**src/rsi_consts.svh**
```systemverilog
// constants of the reset state initialiser: offsets, reset values, timing
// Function
// RULE_01 - power-on clears timeout and power-down flags
// RULE_02 - low supply reset leaves both flags
// RULE_03 - running watchdog expiry sets timeout flag only
// RULE_04 - sleeping watchdog expiry sets both flags
// RULE_05 - power-on disables every interrupt source
// RULE_06 - power-on clears watchdog, time base; restarts
// RULE_07 - power-on switches the timer module off
// RULE_08 - power-on makes every port pin input
// RULE_09 - power-on gives analogue pins to converter
// RULE_10 - power-on points stack pointer at top
// RULE_11 - every reset clears program counter low byte
// RULE_12 - halt and watchdog clear steer the flags
// RULE_13 - power-on forces program counter to zero
// RULE_14 - sleeping watchdog expiry clears only counter, stack
// RULE_15 - power-on beats low supply beats watchdog
`ifndef RSI_CONSTS_SVH
`define RSI_CONSTS_SVH

// register offsets on the plain register port
`define RSI_OFF_STATUS     8'h00
`define RSI_OFF_CAUSE      8'h04
`define RSI_OFF_GPIO_DIR   8'h08
`define RSI_OFF_ANALOG_SEL 8'h0C
`define RSI_OFF_INT_EN     8'h10
`define RSI_OFF_TIMER_CTRL 8'h14

// field positions
`define RSI_BIT_TIMEOUT    0
`define RSI_BIT_POWER_DOWN 1
`define RSI_BIT_TIMER_ON   0

// initial values forced by a full reset
`define RSI_RST_INT_EN     8'h00
`define RSI_RST_TIMER_ON   1'b0

// length of the core hold window
`define RSI_HOLD_NS        20
`define RSI_CLK_PERIOD_PS  5000
`define RSI_HOLD_CYC       ((`RSI_HOLD_NS * 1000 + `RSI_CLK_PERIOD_PS - 1) / `RSI_CLK_PERIOD_PS)

`endif

```
**src/rsi_pkg.sv**
```systemverilog
// types of the reset state initialiser
package rsi_pkg;

  // power mode reported by the core
  typedef enum logic [1:0] {
    RSI_MODE_FAST  = 2'h0,
    RSI_MODE_SLOW  = 2'h1,
    RSI_MODE_IDLE  = 2'h2,
    RSI_MODE_SLEEP = 2'h3
  } rsi_mode_e;

  // cause of the last reset, readable by software
  typedef enum logic [2:0] {
    RSI_CAUSE_NONE      = 3'h0,
    RSI_CAUSE_POR       = 3'h1,
    RSI_CAUSE_LVR       = 3'h2,
    RSI_CAUSE_WDT_RUN   = 3'h3,
    RSI_CAUSE_WDT_SLEEP = 3'h4
  } rsi_cause_e;

  // sequencer states
  typedef enum logic {
    RSI_ST_APPLY,
    RSI_ST_RUN
  } rsi_state_e;

endpackage : rsi_pkg

```
**src/rsi_sync.sv**
```systemverilog
// two flip-flop synchroniser for detector levels
`timescale 1ns/100ps
module rsi_sync #(
  parameter int unsigned W = 1
) (
  input  wire logic         mclk,
  input  wire logic         nrst,
  input  wire logic [W-1:0] async_in,
  output logic      [W-1:0] sync_out
);

  // first stage, read only by the second stage
  logic [W-1:0] meta_r;

  // both stages clear under reset
  always_ff @(posedge mclk or negedge nrst) begin
    if (!nrst) begin
      meta_r   <= '0;
      sync_out <= '0;
    end else begin
      meta_r   <= async_in;
      sync_out <= meta_r;
    end
  end

endmodule : rsi_sync

```
**src/rsi_top.sv**
```systemverilog
// reset state initialiser: cause capture, flags, initial state distribution
`timescale 1ns/100ps
`include "rsi_consts.svh"
module rsi_top #(
  parameter int unsigned GPIO_W = 8,              // general purpose pins
  parameter int unsigned AN_W   = 8,              // analogue-capable pins
  parameter int unsigned HOLD   = `RSI_HOLD_CYC   // core hold window in cycles
) (
  input  wire logic              mclk,
  input  wire logic              nrst,
  input  wire logic              low_supply_reset,
  input  wire logic              watchdog_expire,
  input  wire rsi_pkg::rsi_mode_e mode,
  input  wire logic              halt_entry,
  input  wire logic              watchdog_clear_insn,
  input  wire logic [7:0]        addr,
  input  wire logic [31:0]       wdata,
  input  wire logic              wr,
  input  wire logic              rd,
  output logic      [31:0]       rdata_r,
  output logic                   core_hold_r,
  output logic                   pc_clear_r,
  output logic                   sp_top_r,
  output logic                   periph_init_r,
  output logic                   wdt_clear_r,
  output logic                   tb_clear_r,
  output logic                   timeout_flag_r,
  output logic                   power_down_flag_r,
  output logic      [GPIO_W-1:0] gpio_dir_r,
  output logic      [AN_W-1:0]   analogue_input_pins_r,
  output logic      [7:0]        int_en_r,
  output logic                   timer_on_r
);

  localparam int unsigned CNT_W = $clog2(HOLD + 1);

  // refuse sizes the logic cannot serve
  generate
    if (GPIO_W < 1 || GPIO_W > 32 || AN_W < 1 || AN_W > 32 || HOLD < 1) begin : g_bad
      $error("rsi_top: unsupported parameter values");
    end
  endgenerate

  // address match, shared by write and read decode
  function automatic logic hit(input logic [7:0] a, input logic [7:0] off);
    hit = (a == off);
  endfunction : hit

  // synchronised detector levels and their previous values
  logic [1:0] det_s;
  logic       lvr_s;
  logic       wdt_s;
  logic       lvr_d_r;
  logic       wdt_d_r;

  // detectors run outside this clock
  rsi_sync #(
    .W (2)
  ) u_sync (
    .mclk     (mclk),
    .nrst     (nrst),
    .async_in ({low_supply_reset, watchdog_expire}),
    .sync_out (det_s)
  );

  assign lvr_s = det_s[1];
  assign wdt_s = det_s[0];

  // sequencer state
  rsi_pkg::rsi_state_e state_r;
  rsi_pkg::rsi_state_e state_nxt;
  rsi_pkg::rsi_cause_e cause_r;
  rsi_pkg::rsi_cause_e cause_nxt;
  logic [CNT_W-1:0]    cnt_r;
  logic [CNT_W-1:0]    cnt_nxt;

  // event detection on the synchronised levels
  wire lvr_rise = lvr_s && !lvr_d_r;
  wire wdt_rise = wdt_s && !wdt_d_r;
  wire running  = (mode == rsi_pkg::RSI_MODE_FAST) || (mode == rsi_pkg::RSI_MODE_SLOW);
  // a power-on window is never downgraded by a lesser cause
  wire por_busy = (state_r == rsi_pkg::RSI_ST_APPLY) && (cause_r == rsi_pkg::RSI_CAUSE_POR);

  // low supply detection is off in idle and sleep; low supply beats watchdog
  wire take_lvr     = lvr_rise && running && !por_busy;               // RULE_15
  wire take_wdt_run = wdt_rise && running && !take_lvr && !por_busy;  // RULE_15
  wire take_wdt_slp = wdt_rise && !running && !por_busy;
  wire take_full    = take_lvr || take_wdt_run;
  wire take_any     = take_full || take_wdt_slp;
  wire cnt_done     = (cnt_r == '0);

  // next state of the sequencer
  always_comb begin
    state_nxt = state_r;
    cause_nxt = cause_r;
    cnt_nxt   = cnt_r;
    unique case (state_r)
      rsi_pkg::RSI_ST_APPLY: begin
        if (cnt_done) begin
          state_nxt = rsi_pkg::RSI_ST_RUN;
        end else begin
          cnt_nxt = cnt_r - 1'b1;
        end
      end
      rsi_pkg::RSI_ST_RUN: begin
        cnt_nxt = cnt_r;
      end
    endcase
    // a new cause restarts the window from any state
    if (take_any) begin
      state_nxt = rsi_pkg::RSI_ST_APPLY;
      cnt_nxt   = CNT_W'(HOLD - 1);
      if (take_lvr) begin
        cause_nxt = rsi_pkg::RSI_CAUSE_LVR;
      end else if (take_wdt_run) begin
        cause_nxt = rsi_pkg::RSI_CAUSE_WDT_RUN;
      end else begin
        cause_nxt = rsi_pkg::RSI_CAUSE_WDT_SLEEP;
      end
    end
  end

  // window outputs: full resets touch peripherals, sleep expiry does not
  wire apply_nxt  = (state_nxt == rsi_pkg::RSI_ST_APPLY);
  wire full_nxt   = apply_nxt && (cause_nxt != rsi_pkg::RSI_CAUSE_WDT_SLEEP);  // RULE_14

  // sequencer registers; power-on starts in the window
  always_ff @(posedge mclk or negedge nrst) begin
    if (!nrst) begin
      state_r <= rsi_pkg::RSI_ST_APPLY;
      cause_r <= rsi_pkg::RSI_CAUSE_POR;
      cnt_r   <= CNT_W'(HOLD - 1);
      lvr_d_r <= 1'b0;
      wdt_d_r <= 1'b0;
    end else begin
      state_r <= state_nxt;
      cause_r <= cause_nxt;
      cnt_r   <= cnt_nxt;
      lvr_d_r <= lvr_s;
      wdt_d_r <= wdt_s;
    end
  end

  // core and counter orders
  always_ff @(posedge mclk or negedge nrst) begin
    if (!nrst) begin
      core_hold_r   <= 1'b1;
      pc_clear_r    <= 1'b1;  // RULE_13
      sp_top_r      <= 1'b1;  // RULE_10
      periph_init_r <= 1'b1;
      wdt_clear_r   <= 1'b1;  // RULE_06
      tb_clear_r    <= 1'b1;  // RULE_06
    end else begin
      core_hold_r   <= apply_nxt;
      pc_clear_r    <= apply_nxt;  // RULE_11
      sp_top_r      <= apply_nxt;  // RULE_14
      periph_init_r <= full_nxt;
      // one cycle only, so the watchdog runs again at once
      wdt_clear_r   <= take_full;  // RULE_06
      tb_clear_r    <= take_full;  // RULE_06
    end
  end

  // flag updates; hardware sets win over instruction clears
  logic timeout_nxt;
  logic power_down_nxt;
  always_comb begin
    timeout_nxt    = timeout_flag_r;
    power_down_nxt = power_down_flag_r;
    // halt sets power-down and clears timeout; watchdog clear clears both
    if (halt_entry) begin
      timeout_nxt    = 1'b0;  // RULE_12
      power_down_nxt = 1'b1;  // RULE_12
    end else if (watchdog_clear_insn) begin
      timeout_nxt    = 1'b0;  // RULE_12
      power_down_nxt = 1'b0;  // RULE_12
    end
    if (take_lvr) begin
      timeout_nxt    = timeout_flag_r;     // RULE_02
      power_down_nxt = power_down_flag_r;  // RULE_02
    end else if (take_wdt_run) begin
      timeout_nxt = 1'b1;  // RULE_03
    end else if (take_wdt_slp) begin
      timeout_nxt    = 1'b1;  // RULE_04
      power_down_nxt = 1'b1;  // RULE_04
    end
  end

  // flag registers, cleared by power-on
  always_ff @(posedge mclk or negedge nrst) begin
    if (!nrst) begin
      timeout_flag_r    <= 1'b0;  // RULE_01
      power_down_flag_r <= 1'b0;  // RULE_01
    end else begin
      timeout_flag_r    <= timeout_nxt;
      power_down_flag_r <= power_down_nxt;
    end
  end

  // software writes are refused while the core is held or a reset lands
  wire wr_ok       = wr && !core_hold_r && !take_any;
  wire wr_gpio     = wr_ok && hit(addr, `RSI_OFF_GPIO_DIR);
  wire wr_analog   = wr_ok && hit(addr, `RSI_OFF_ANALOG_SEL);
  wire wr_int      = wr_ok && hit(addr, `RSI_OFF_INT_EN);
  wire wr_timer    = wr_ok && hit(addr, `RSI_OFF_TIMER_CTRL);

  // peripheral state forced during a full reset window
  always_ff @(posedge mclk or negedge nrst) begin
    if (!nrst) begin
      gpio_dir_r            <= '1;                 // RULE_08
      analogue_input_pins_r <= '1;                 // RULE_09
      int_en_r              <= `RSI_RST_INT_EN;    // RULE_05
      timer_on_r            <= `RSI_RST_TIMER_ON;  // RULE_07
    end else if (full_nxt) begin
      gpio_dir_r            <= '1;                 // RULE_08
      analogue_input_pins_r <= '1;                 // RULE_09
      int_en_r              <= `RSI_RST_INT_EN;    // RULE_05
      timer_on_r            <= `RSI_RST_TIMER_ON;  // RULE_07
    end else begin
      if (wr_gpio) begin
        gpio_dir_r <= wdata[GPIO_W-1:0];
      end
      if (wr_analog) begin
        analogue_input_pins_r <= wdata[AN_W-1:0];
      end
      if (wr_int) begin
        int_en_r <= wdata[7:0];
      end
      if (wr_timer) begin
        timer_on_r <= wdata[`RSI_BIT_TIMER_ON];
      end
    end
  end

  // read selection; unmapped addresses read zero
  wire [31:0] rd_status = {30'h0000_0000, power_down_flag_r, timeout_flag_r};
  wire [31:0] rd_mux =
    hit(addr, `RSI_OFF_STATUS)     ? rd_status :
    hit(addr, `RSI_OFF_CAUSE)      ? {29'h0000_0000, cause_r} :
    hit(addr, `RSI_OFF_GPIO_DIR)   ? 32'(gpio_dir_r) :
    hit(addr, `RSI_OFF_ANALOG_SEL) ? 32'(analogue_input_pins_r) :
    hit(addr, `RSI_OFF_INT_EN)     ? {24'h00_0000, int_en_r} :
    hit(addr, `RSI_OFF_TIMER_CTRL) ? {31'h0000_0000, timer_on_r} :
                                     32'h0000_0000;

  // read data stands only in the cycle after the strobe
  always_ff @(posedge mclk or negedge nrst) begin
    if (!nrst) begin
      rdata_r <= 32'h0000_0000;
    end else begin
      rdata_r <= rd ? rd_mux : 32'h0000_0000;
    end
  end
endmodule : rsi_top

```
**config.mk**
```make
export PLATFORM = sky130hd
export DESIGN_NAME = rsi_top
export DESIGN_NICKNAME = d
export VERILOG_FILES = /design/src/rsi_pkg.sv /design/src/rsi_sync.sv /design/src/rsi_top.sv
export VERILOG_INCLUDE_DIRS = /design/src
export SDC_FILE = /design/constraint.sdc
export NUM_CORES = 1
export LEC_CHECK = 0
export ABC_AREA = 1
export ABC_CLOCK_PERIOD_IN_PS = 1500
export BUFFER_PORTS_ARGS = -buffer_cell sky130_fd_sc_hd__buf_2
export CAP_MARGIN = 20
export CORE_ASPECT_RATIO = 0.75
export CORE_MARGIN = 8
export CORE_UTILIZATION = 43
export CTS_CLUSTER_DIAMETER = 150
export CTS_CLUSTER_SIZE = 14
export DETAILED_ROUTE_END_ITERATION = 16
export GPL_TIMING_DRIVEN = 0
export PLACE_DENSITY = 0.77
export SYNTH_ARGS = -nofsm -noshare
export SYNTH_HDL_FRONTEND = slang
export SYNTH_SLANG_ARGS = --single-unit
```
**constraint.sdc**
```tcl
create_clock -name mclk -period 1.5 [get_ports mclk]
set_input_delay 0.225 -clock mclk [delete_from_list [all_inputs] [get_ports mclk]]
set_output_delay 0.225 -clock mclk [all_outputs]
set_load 0.05 [all_outputs]
```
==> run metrics <==
initial antenna violation count=0; Num CTS Buffers=5; register area share after synthesis=0.498; CP Capture Type=register; Critical Path Stages=11; R2R Setup Slk=-0.22 ns; Syn. warnings=0; Ant. Diodes=0; Top delay family on crit path=simple AND/OR/NAND/NOR gates; CTS tree=done; chip height=83.6 um; max-slew violations=0; routability cong.=0.817; clk root buf=clkbuf_8; WP buf/inv=3; fillcell total=467; crit path DAT=1.97 ns; Post-Syn Area=0.00262 mm^2; HPWL reported at the end of detailed placement=5.29 mm; ratio of cells with drive above 1 in the final layout=0.488; LEAKAGE=1.87 nW; Post-Syn Area per Cell=8.87 um^2; CP startpoint kind=register; DR pass1 iterations=5; Max-cap violations=0; vias in the first global route=2370; worst-path fanout max=5; r2r worst-path depth=11; DRT antenna net count=0; worst hold path depth=3; Peak Freq=581 MHz; core footprint=0.00586 mm^2; failing checks=negative setup slack; most frequent cells in the layout=67 x nand2_1, 65 x buf_2, 40 x buf_4; Min-Delay Path Class=in2reg; die area=0.00886 mm^2; Worst EP required=1.75 ns; Buffers on Ports=65; Crit path top cell by count=nor2_4; Area Growth Syn to Fin=39.3%; PwrDens=1570 mW/mm^2; placed cells=461; critical path type=reg2reg; grt ovf=0; wire per inst=15.5 um; Routed Wire Length=7.66 mm; peak supply drop=0.825 mV; status=finished with violations; cell count after synthesis=295; final setup margin=-0.222 ns; CTS max path bufs=2; I/O pin count=115; Final Power=5.72 mW; total negative setup slack=-4.59 ns; Starting DRT DRC Count=196; Final Cycle Share=1.15; CP cell instances=inv_2, nor2_4, nand2_4, nand2_4, nand2_8, nor2_4, buf_12, nor2_4, buf_6, a21oi_1, nand2_1; min Tclk post-route=1.72 ns; unrepaired setup endpoints after global routing=yes; via count=2427; width of the die=106 um; commonest non-fill, non-tap cell in the layout=nand2_1; TritonCTS Sinks=51; Final Hold Viols=0; largest net degree at the start of global routing=52; fin nets=467; clock-pin slew on the worst setup and hold paths=0.10 ns; Residual DRC=0; first-pass GRT wire length=11.9 mm; Worst path max stage delay=0.55 ns; Netlist cell types=25; Tot GR Track Use=0.167; Synth Register Bits=51; clk_skew=0.0144 ns; Clock Latency Late Sink=0.31 ns; Slowest cell on crit path=dfstp_2; Finish-stage setup viols=26; vias per inst=4.91; CTS H-tree lvls=2; Starting Density=0.447; FP Rows=24; Final Non-Filler Cells=494
-- area by class of cell --
class,instances,area (um^2),area share
Timing Repair Buffer,90,581,0.159
Buffer,30,236,0.0649
Inverter,28,128,0.0350
Clock buffer,7,86.3,0.0237
Clock inverter,1,5.00,0.00137
Multi-Input combinational cell,209,1210,0.331
Tap cell,78,97.6,0.0268
Sequential cell,51,1300,0.358
-- metrics by stage --
stage	hold slack (ns)	worst slack, ns	utilization	area (um^2)
after floorplan	-0.0706	-0.0535	-	2760
after global placement	0.333	-0.169	0.543	3180
after detailed placement	0.334	-0.206	0.543	3180
after CTS	0.00145	-0.195	0.594	3480
after global routing	0.165	-0.278	0.622	3640
final	0.161	-0.222	0.622	3640
-- final timing paths --
kind / startpoint / endpoint
setup / recovery: cause_r[0] / analogue_input_pins_r[6]
hold / removal: halt_entry / power_down_flag_r
setup reg to reg: cause_r[0] / analogue_input_pins_r[6]
hold reg to reg: u_sync.meta_r[0] / u_sync.sync_out[0]
max in group asynchronous: nrst / gpio_dir_r[3]
min in group asynchronous: nrst / timer_on_r
-- worst register-to-register path, cell delays in order, from the launching register on --
cell and delay [ns]:
dfstp_2 0.55, inv_2 0.05, nor2_4 0.09, nand2_4 0.09, nand2_4 0.12, nand2_8 0.09, nor2_4 0.15, buf_12 0.12
nor2_4 0.05, buf_6 0.14, a21oi_1 0.13, nand2_1 0.07
-- Yosys cell counts, drive strengths merged --
library cell,number,share of area
dfstp,22,0.22
a31oi,3,0.0072
conb,1,0.0014
o21ai,15,0.034
ha,2,0.0096
o211ai,1,0.0029
inv,28,0.040
dfrtp,29,0.28
nor3,1,0.0019
nor2,21,0.062
nand4,1,0.0024
a21oi,36,0.069
buf,30,0.088
nand3,28,0.055
nand2,77,0.13
-- routing by layer --
layer	wire length, um	up-vias	share of wire	global-route usage
li1	-	1153	-	-
met2	3640	122	0.48	0.259
met3	571	23	0.075	0.0448
met1	3250	1129	0.42	0.211
met4	204	0	0.027	0.0803
met5	0	-	0	0
-- report_power, final --
part | internal [mW] | switching, mW | leakage, nW
Sequential | 1.80 | 0.234 | 0.612
Clock | 0.373 | 0.450 | 0.0482
Combinational | 0.941 | 1.92 | 1.21
-- sequential cells by signal, summed over array words and instances, names as in the netlist --
| signal | flops |
|---|---|
| wdt_d_r | 1 |
| rdata_r | 8 |
| u_sync.meta_r | 2 |
| lvr_d_r | 1 |
| cnt_r | 3 |
| state_r | 1 |
| cause_r | 3 |
| int_en_r | 8 |
| tb_clear_r | 1 |
| gpio_dir_r | 8 |
| timer_on_r | 1 |
| u_sync.sync_out | 2 |
| timeout_flag_r | 1 |
| power_down_flag_r | 1 |
| analogue_input_pins_r | 8 |
| sp_top_r | 1 |
| periph_init_r | 1 |
-- cell families (layout without fill, tap and decap cells) --
| kind of cell | after synthesis | after routing | synth area share |
|---|---|---|---|
| AO/OA/AOI/OAI | 55 | 55 | 0.113 |
| AND/OR/NAND/NOR | 128 | 128 | 0.250 |
| other | 1 | 24 | 0.00143 |
| adder cells (fa/ha/maj) | 2 | 2 | 0.00956 |
| flip-flops | 51 | 51 | 0.498 |
| buffers and inverters | 58 | 156 | 0.128 |
-- repair_timing --
item                                    4_1_cts  5_1_grt
gates resized for setup                      24       19
buffers inserted                             13        7
hold buffers                                  0        3
endpoints found under the hold margin         0       10
endpoints found under the setup margin       26       29
gates cloned                                  2        0
pin swaps                                    12        6
Note: power is estimated with default switching activity, not from simulation.
